### src/rtl/ctimer_pkg.sv
// constants and types for the compact timer with compare and pwm
package ctimer_pkg;
  localparam logic [2:0] ADDR_CTRL0 = 3'h0;
  localparam logic [2:0] ADDR_CTRL1 = 3'h1;
  localparam logic [2:0] ADDR_CNT_LO = 3'h2;
  localparam logic [2:0] ADDR_CNT_HI = 3'h3;
  localparam logic [2:0] ADDR_CMPA_LO = 3'h4;
  localparam logic [2:0] ADDR_CMPA_HI = 3'h5;
  localparam logic [2:0] ADDR_PERIOD = 3'h6;
  localparam logic [2:0] ADDR_FLAGS = 3'h7;
  // control register zero fields
  localparam int CTRL0_PAUSE = 7;
  localparam int CTRL0_CKSEL_LSB = 4;
  localparam int CTRL0_ENABLE = 3;
  localparam logic [7:0] CTRL0_MASK = 8'hf8;
  // control register one fields
  localparam int CTRL1_MODE_LSB = 6;
  localparam int CTRL1_ACT_LSB = 4;
  localparam int CTRL1_OCTL = 3;
  localparam int CTRL1_POL = 2;
  localparam int CTRL1_DPX = 1;
  localparam int CTRL1_CCLR = 0;
  // flag register fields, write one to clear
  localparam int FLAG_A = 0;
  localparam int FLAG_P = 1;
  localparam logic [7:0] RESET_BYTE = 8'h00;
  localparam logic [15:0] COUNT_MAX = 16'hffff;
  localparam logic [15:0] COUNT_ONE = 16'h0001;
  localparam logic [7:0] PERIOD_ZERO = 8'h00;
  localparam logic [15:0] CMPA_ZERO = 16'h0000;
  localparam logic [16:0] FULL_SPAN = 17'h10000;
  localparam logic [2:0] DIV4_LAST = 3'h3;
  localparam logic [2:0] DIV16_LAST = 3'h7;
  localparam logic [6:0] DIV64_LAST = 7'h3f;
  localparam logic [3:0] DIV16_FULL = 4'hf;

  typedef enum logic [1:0] {
    MODE_COMPARE = 2'b00,
    MODE_UNDEF = 2'b01,
    MODE_PWM = 2'b10,
    MODE_TIMER = 2'b11
  } mode_type;

  typedef enum logic [1:0] {
    ACT_NONE = 2'b00,
    ACT_LOW = 2'b01,
    ACT_HIGH = 2'b10,
    ACT_TOGGLE = 2'b11
  } action_type;

  typedef enum logic [2:0] {
    CK_SYS_DIV4 = 3'b000,
    CK_SYS = 3'b001,
    CK_H_DIV16 = 3'b010,
    CK_H_DIV64 = 3'b011,
    CK_SUB_A = 3'b100,
    CK_SUB_B = 3'b101,
    CK_PIN_RISE = 3'b110,
    CK_PIN_FALL = 3'b111
  } clk_sel_type;
endpackage

### src/rtl/compact_timer.sv
// compact 16-bit timer with two comparators, compare output and pwm
//
// Overview of operation
// - counter readable as low and high bytes, read only, zero after reset
// - compare-a value in two read/write bytes, compared to all 16 bits
// - 8-bit period byte, read/write, compared to counter bits 15..8
// - clear-select zero: period match clears the counter
// - period zero lets the counter wrap by overflow
// - mode field 00 compare, 11 timer, 10 pwm
// - compare/timer, clear-select zero: clear on p match/overflow, both flags
// - clear-select one: a match clears counter, only flag a raised
// - clear-select one, compare-a zero: wrap at ffff, no flag a
// - compare mode: pin changes only on a-match, never on p-match
// - compare mode action: high, low, toggle, or no change when zero
// - enable rising edge loads pin with initial level from output control; in pwm it loads the inactive level
// - timer mode behaves as compare mode but leaves pin undriven
// - pwm ignores clear-select, duty/period select picks period register
// - dpx zero: period is 256*period value, duty is compare-a
// - dpx one: period is compare-a, duty is 256*period value
// - pwm raises flag a on a-match, flag p on period match
// - duty at or above period gives constant active output
// - polarity inverts final pwm; output control picks active level
// - forced inactive/active action keeps pwm counting and flags running
// - enable rising clears counter; falling stops and holds count
// - compare action 01 low, 10 high, 11 toggle, 00 unchanged
// - pwm action 00 inactive, 01 active, 10 pwm, 11 undefined
// - output control one active high in pwm; initial level in compare
//
// Added by the designer: the strobed register port and the register offsets.
`timescale 1ns/10ps
`default_nettype none
module compact_timer
  import ctimer_pkg::*;
(
  input wire logic sys_clk_in,
  input wire logic rst_in,
  input wire logic [2:0] addr_in,
  input wire logic [7:0] wdata_in,
  input wire logic wr_in,
  input wire logic rd_in,
  input wire logic ext_clk_in,
  input wire logic sub_tick_in,
  output logic [7:0] rdata_out,
  output logic pin_out,
  output logic pin_oe_out,
  output logic match_a_out,
  output logic match_p_out
);

  ////////////////////////////////////////////////////////////////////////////
  typedef struct packed {
    logic [7:0] ctrl0;
    logic [7:0] ctrl1;
    logic [15:0] count;
    logic [15:0] cmpa;
    logic [7:0] period;
    logic flag_a;
    logic flag_p;
    logic pin;
    logic pin_oe;
    logic en_d;
    logic [6:0] div;
    logic ext_d;
    logic [7:0] rdata;
  } state_type;

  state_type s_reg;
  state_type s_next;

  ////////////////////////////////////////////////////////////////////////////
  function automatic logic [7:0] read_mux(input state_type s,
                                          input logic [2:0] a);
    logic [7:0] v;
    v = RESET_BYTE;
    if (a == ADDR_CTRL0) begin
      v = s.ctrl0 & CTRL0_MASK;
    end else if (a == ADDR_CTRL1) begin
      v = s.ctrl1;
    end else if (a == ADDR_CNT_LO) begin
      v = s.count[7:0];
    end else if (a == ADDR_CNT_HI) begin
      v = s.count[15:8];
    end else if (a == ADDR_CMPA_LO) begin
      v = s.cmpa[7:0];
    end else if (a == ADDR_CMPA_HI) begin
      v = s.cmpa[15:8];
    end else if (a == ADDR_PERIOD) begin
      v = s.period;
    end else if (a == ADDR_FLAGS) begin
      v = {6'h00, s.flag_p, s.flag_a};
    end
    return v;
  endfunction

  ////////////////////////////////////////////////////////////////////////////
  logic tick;
  logic en_rise;
  logic ovf;
  logic hit_a;
  logic hit_p;
  logic clr;
  logic set_a;
  logic set_p;
  logic pwm_raw;
  logic pwm_lvl;
  logic [16:0] span_p;
  logic [16:0] duty;
  logic [16:0] per;
  mode_type mode;
  action_type act;
  clk_sel_type cksel;

  always_comb begin
    s_next = s_reg;
    mode = mode_type'(s_reg.ctrl1[CTRL1_MODE_LSB +: 2]);
    act = action_type'(s_reg.ctrl1[CTRL1_ACT_LSB +: 2]);
    cksel = clk_sel_type'(s_reg.ctrl0[CTRL0_CKSEL_LSB +: 3]);
    en_rise = s_reg.ctrl0[CTRL0_ENABLE] & ~s_reg.en_d;
    s_next.en_d = s_reg.ctrl0[CTRL0_ENABLE];
    // prescaler runs freely so rates stay even across enable toggles
    s_next.div = s_reg.div + 7'h01;
    s_next.ext_d = ext_clk_in;
    case (cksel)
      CK_SYS_DIV4: tick = (s_reg.div[1:0] == DIV4_LAST[1:0]);
      CK_SYS: tick = 1'b1;
      CK_H_DIV16: tick = (s_reg.div[3:0] == DIV16_FULL);
      CK_H_DIV64: tick = (s_reg.div[5:0] == DIV64_LAST[5:0]);
      CK_PIN_RISE: tick = ext_clk_in & ~s_reg.ext_d;
      CK_PIN_FALL: tick = ~ext_clk_in & s_reg.ext_d;
      default: tick = sub_tick_in;
    endcase
    tick = tick & s_reg.ctrl0[CTRL0_ENABLE] & ~s_reg.ctrl0[CTRL0_PAUSE];

    // comparators
    hit_a = (s_reg.cmpa != CMPA_ZERO) && (s_reg.count == s_reg.cmpa);
    span_p = (s_reg.period == PERIOD_ZERO) ? FULL_SPAN :
             {1'b0, s_reg.period, 8'h00};
    // p match fires on the last clock of its 256*n span
    hit_p = ({1'b0, s_reg.count} + 17'h00001) == span_p;
    ovf = (s_reg.count == COUNT_MAX);
    set_a = 1'b0;
    set_p = 1'b0;
    clr = 1'b0;
    if (mode == MODE_PWM) begin
      set_a = hit_a;
      set_p = hit_p;
      if (s_reg.ctrl1[CTRL1_DPX]) begin
        clr = hit_a | ovf;
      end else begin
        clr = hit_p;
      end
    end else if (s_reg.ctrl1[CTRL1_CCLR]) begin
      set_a = hit_a;
      clr = hit_a | ovf;
    end else begin
      set_a = hit_a;
      set_p = hit_p;
      clr = hit_p;
    end

    // counter
    if (en_rise) begin
      s_next.count = CMPA_ZERO;
    end else if (tick) begin
      s_next.count = clr ? CMPA_ZERO : s_reg.count + COUNT_ONE;
    end

    // duty and period for pwm, 17 bits so 65536 fits
    if (s_reg.ctrl1[CTRL1_DPX]) begin
      per = {1'b0, s_reg.cmpa};
      duty = span_p;
    end else begin
      per = span_p;
      duty = {1'b0, s_reg.cmpa};
    end
    pwm_raw = (duty >= per) || ({1'b0, s_reg.count} < duty);
    pwm_lvl = pwm_raw ~^ s_reg.ctrl1[CTRL1_OCTL];
    pwm_lvl = pwm_lvl ^ s_reg.ctrl1[CTRL1_POL];

    // output pin
    s_next.pin_oe = (mode == MODE_COMPARE) || (mode == MODE_PWM);
    if (en_rise) begin
      s_next.pin = s_reg.ctrl1[CTRL1_OCTL];
      if (mode == MODE_PWM) begin
        s_next.pin = ~s_reg.ctrl1[CTRL1_OCTL] ^ s_reg.ctrl1[CTRL1_POL];
      end
    end else if (mode == MODE_COMPARE) begin
      if (tick && set_a) begin
        case (act)
          ACT_LOW: s_next.pin = 1'b0;
          ACT_HIGH: s_next.pin = 1'b1;
          ACT_TOGGLE: s_next.pin = ~s_reg.pin;
          default: s_next.pin = s_reg.pin;
        endcase
      end
    end else if (mode == MODE_PWM) begin
      case (act)
        ACT_NONE: s_next.pin = ~s_reg.ctrl1[CTRL1_OCTL] ^
                               s_reg.ctrl1[CTRL1_POL];
        ACT_LOW: s_next.pin = s_reg.ctrl1[CTRL1_OCTL] ^
                              s_reg.ctrl1[CTRL1_POL];
        ACT_HIGH: s_next.pin = pwm_lvl;
        default: s_next.pin = s_reg.pin;
      endcase
    end

    // register bus and sticky flags
    s_next.rdata = rd_in ? read_mux(s_reg, addr_in) : RESET_BYTE;
    if (wr_in) begin
      if (addr_in == ADDR_CTRL0) begin
        s_next.ctrl0 = wdata_in & CTRL0_MASK;
      end else if (addr_in == ADDR_CTRL1) begin
        s_next.ctrl1 = wdata_in;
      end else if (addr_in == ADDR_CMPA_LO) begin
        s_next.cmpa[7:0] = wdata_in;
      end else if (addr_in == ADDR_CMPA_HI) begin
        s_next.cmpa[15:8] = wdata_in;
      end else if (addr_in == ADDR_PERIOD) begin
        s_next.period = wdata_in;
      end else if (addr_in == ADDR_FLAGS) begin
        if (wdata_in[FLAG_A]) begin
          s_next.flag_a = 1'b0;
        end
        if (wdata_in[FLAG_P]) begin
          s_next.flag_p = 1'b0;
        end
      end
    end
    // set beats a clear in the same cycle
    if (tick && set_a && mode != MODE_UNDEF) begin
      s_next.flag_a = 1'b1;
    end
    if (tick && set_p && mode != MODE_UNDEF) begin
      s_next.flag_p = 1'b1;
    end
  end

  ////////////////////////////////////////////////////////////////////////////
  always_ff @(posedge sys_clk_in) begin
    if (rst_in) begin
      s_reg <= '0;
    end else begin
      s_reg <= s_next;
    end
  end

  assign rdata_out = s_reg.rdata;
  assign pin_out = s_reg.pin;
  assign pin_oe_out = s_reg.pin_oe;
  assign match_a_out = s_reg.flag_a;
  assign match_p_out = s_reg.flag_p;

endmodule
`default_nettype wire

### config.mk
export PLATFORM = sky130hd
export DESIGN_NAME = compact_timer
export DESIGN_NICKNAME = d
export VERILOG_FILES = /design/src/rtl/ctimer_pkg.sv /design/src/rtl/compact_timer.sv
export SDC_FILE = /design/constraint.sdc
export NUM_CORES = 1
export LEC_CHECK = 0
export CORE_ASPECT_RATIO = 0.8
export CORE_MARGIN = 5
export CORE_UTILIZATION = 62
export CTS_CLUSTER_SIZE = 24
export DETAILED_ROUTE_END_ITERATION = 8
export DONT_BUFFER_PORTS = 1
export MAX_ROUTING_LAYER = met4
export PLACE_DENSITY_LB_ADDON = 0.25
export SLEW_MARGIN = 30
export SYNTH_ARGS = -nofsm -noshare
export SYNTH_HDL_FRONTEND = slang
export SYNTH_SLANG_ARGS = --single-unit
### constraint.sdc
create_clock -name sys_clk_in -period 4.2 [get_ports sys_clk_in]
set_input_delay 0.21 -clock sys_clk_in [delete_from_list [all_inputs] [get_ports sys_clk_in]]
set_output_delay 0.21 -clock sys_clk_in [all_outputs]
set_load 0.05 [all_outputs]
==> metrics.md <==
| Metric | Value |
|---|---|
| Fmax achieved | `310 MHz` |
| Pwr/cell area | `roughly 270 mW/mm2` |
| Vias in the first global route | `between 4k and 5k` |
| Async set or reset register ratio after synthesis | `0` |
| Reg clk slew, reported paths | `roughly 80 ps` |
| Crit path arrival time | `roughly 3500 ps` |
| Placed Instance Area | `0.00493 mm2` |
| Setup TNS | `0 ps` |
| Die H | `between 90 and 100 um` |
| Crit-path max FO | `12` |
| WS Path Type | `reg -> reg` |
| Share of the synthesized area in the top cell type | `0.291` |
| Post_cts resized | `0` |
| GRT Util Overall | `0.298` |
| Die Footprint | `around 0.010 mm2` |
| Max Cap Violations | `0` |
| Critical path's top delay family | `simple AND/OR/NAND/NOR gates` |
| GRT met3 Usage | `0.0837` |
| WL final | `about 14000 um` |
| Mapped Area | `~0.0050 mm2` |
| Register area share after synthesis | `0.291` |
| Routed length per instance | `20.2 um` |
| First-pass GRT wire length | `roughly 23000 um` |
| CP max stage delay | `~560 ps` |
| Worst path bufs/invs | `0` |
| Nets@finish | `approximately 650` |
| I/O pins | `29` |
| Total stage count of the critical path | `8` |
| Pleak | `about 0.0020 uW` |
| Vias | `about 4.7k` |
| Top FF cell, synth | `dfxtp_1` |
| Most Crowded Layer GR | `met2` |
| Die width | `111 um` |
| P&R area growth vs syn | `4.78%` |
| Fin. Hold Viols | `0` |
| Root Driver | `clkbuf_8` |
| Post-route cell area | `about 0.0053 mm2` |
| DR iter-0 viols | `just over 500` |
| Slew HR | `0.396` |
| Number of CTS-inserted buffers | `9` |
| Final Critical Period | `approximately 3200 ps` |
| Crit end category | `flip-flop` |
| Setup Skew | `~14 ps` |
| Slew Viols, Final | `0` |
| Post-synthesis cell count | `about 630` |
| Total chip power | `around 1400 uW` |
| Tcrit/Tclk final | `0.769` |
| Drt via density | `about 6.5` |
| Setup crit start kind | `flip-flop` |
| Clk_lat worst skew | `between 300 and 400 ps` |
| CP required | `approximately 4400 ps` |
| Yosys cell types | `60` |
| Clock Path Buffers | `2` |
| Antenna violations before repair | `0` |
| Global-route met1 utilization | `0.404` |
| Largest net degree at the start of global routing | `49` |
| Gr ovfl total | `0` |
| Min-delay worst type | `in -> reg` |
| Post-synth EDFFs | `0` |
| Syn Area/Cell | `about 8.0 um2` |
| RSZ-0062 raised after global routing | `false` |
| Ant diodes | `0` |
| Syn Nets | `about 670` |
| Commonest cells post-synth | `nand2_1 (95), dfxtp_1 (73), nor2_1 (56), a21oi_1 (51)` |
| Count leader, synth | `nand2_1` |
| Row count | `29` |
| Core area | `~0.0079 mm2` |
| Worst reg-to-reg path cell count | `8` |
| Slowest CP cell | `dfxtp_1` |
| Worst hold stages | `2` |
| Core Util, Final | `0.665` |
| CTS Sinks | `between 70 and 80` |
| Global Route met2 Usage | `0.422` |
| TritonRoute pass-1 iters | `5` |
| Proportion of layout cells with a drive suffix above 1 | `0.0740` |
| Least-Margin Pin Slew | `883 ps` |
| Yosys warning count | `0` |
| Outcome | `finished, final reports clean` |
| Routability cong. | `about 0.93` |
| CTS tree | `yes` |
| Critical-path cell list | `ha_1, nand3_1, nor4b_1, a2bb2o_4, nor4b_2, a32oi_1, o21ai_2, nor2_1` |
| Residual DRC | `0` |
| DRT antenna net count | `0` |
| DPL Wire Length | `around 10000 um` |
| Initial core utilization | `0.635` |
| Synth area leaders | `dfxtp_1 (29%), nand2_1 (7.1%), ha_1 (7.0%)` |
| Setup-failing EPs final | `0` |
| Max IR drop VDD | `~0.00024 V` |
| Synth Register Bits | `73` |
| Area leader, netlist | `dfxtp_1` |
| Max FFs per register | `53` |
| H-Tree Depth | `3` |
| Port bufs | `0` |
==> metrics by stage <==
stage	std cells	setup slack [ps]	hold WS, ps
floorplan	626	1140	338
global placement	688	1230	281
detailed placement	688	1070	286
CTS	716	1050	2.20
global route	716	702	12.1
finish	716	971	31.4
==> area by class of cell <==
| type | instances | area (um2) |
|---|---|---|
| clock buffers | 9 | 124 |
| clock inverters | 7 | 76.3 |
| fillers | 710 | 2650 |
| inverters | 22 | 82.6 |
| multi-input cells | 482 | 3230 |
| flip-flops and latches | 73 | 1460 |
| well taps | 108 | 135 |
| repair buffers | 15 | 153 |
==> logic make-up after synthesis <==
family | Yosys count | share of synthesized area
and+or+nand+nor | 249 | 0.239
muxes | 43 | 0.105
xor gates and xnor gates | 47 | 0.0819
buffers and inverters | 71 | 0.0658
DFF | 73 | 0.291
adders and majority gates | 29 | 0.0717
AOI/OAI and AO/OA | 114 | 0.145
==> layer usage <==
metal,wire length [um],vias up
li1,-,2142
met1,6060,2188
met2,6330,277
met3,1670,53
met4,416,0
met5,0,-
==> power breakdown <==
group	internal, uW	switching [uW]
Combinational	58.1	75.3
Sequential	705	32.2
Clock	278	298
==> cells in the final DEF (no fill, tap or decap), types with 11 or more instances in the layout <==
cell           Yosys  routed
a21oi_1           51      51
o21ai_0           18      18
nor2_1            56      56
inv_1             22      22
ha_1              28      28
nor4_1            16      16
nand2b_1          16      16
dfxtp_1           73      73
mux2i_1           28      28
dlygate4sd3_1      0      11
nand2_1           95      95
nand4_1           13      13
xnor2_1           24      24
xor2_1            23      23
nand3_1           14      14
==> what timing repair did <==
item,4_1_cts,5_1_grt
hold endpoints to repair,49,0
buffers inserted,0,0
hold buffers,12,0
==> path summary, 6_finish.rpt <==
| check | startpoint | to | slack, ps |
|---|---|---|---|
| hold reg to reg | s_reg[9] | s_reg[9] | 470 |
| setup reg to reg | s_reg[46] | s_reg[53] | 970 |
| hold / removal | addr_in[2] | rdata_out[1] | 30 |
| setup / recovery | s_reg[46] | s_reg[53] | 970 |
==> worst register-to-register path, cell delays in order (launching register included) <==
cell      delay, ps
dfxtp_1         560
ha_1            400
nand3_1         250
nor4b_1         520
a2bb2o_4        250
nor4b_2         250
a32oi_1         240
o21ai_2         530
nor2_1          100
Power figures use the tool's default switching activity.
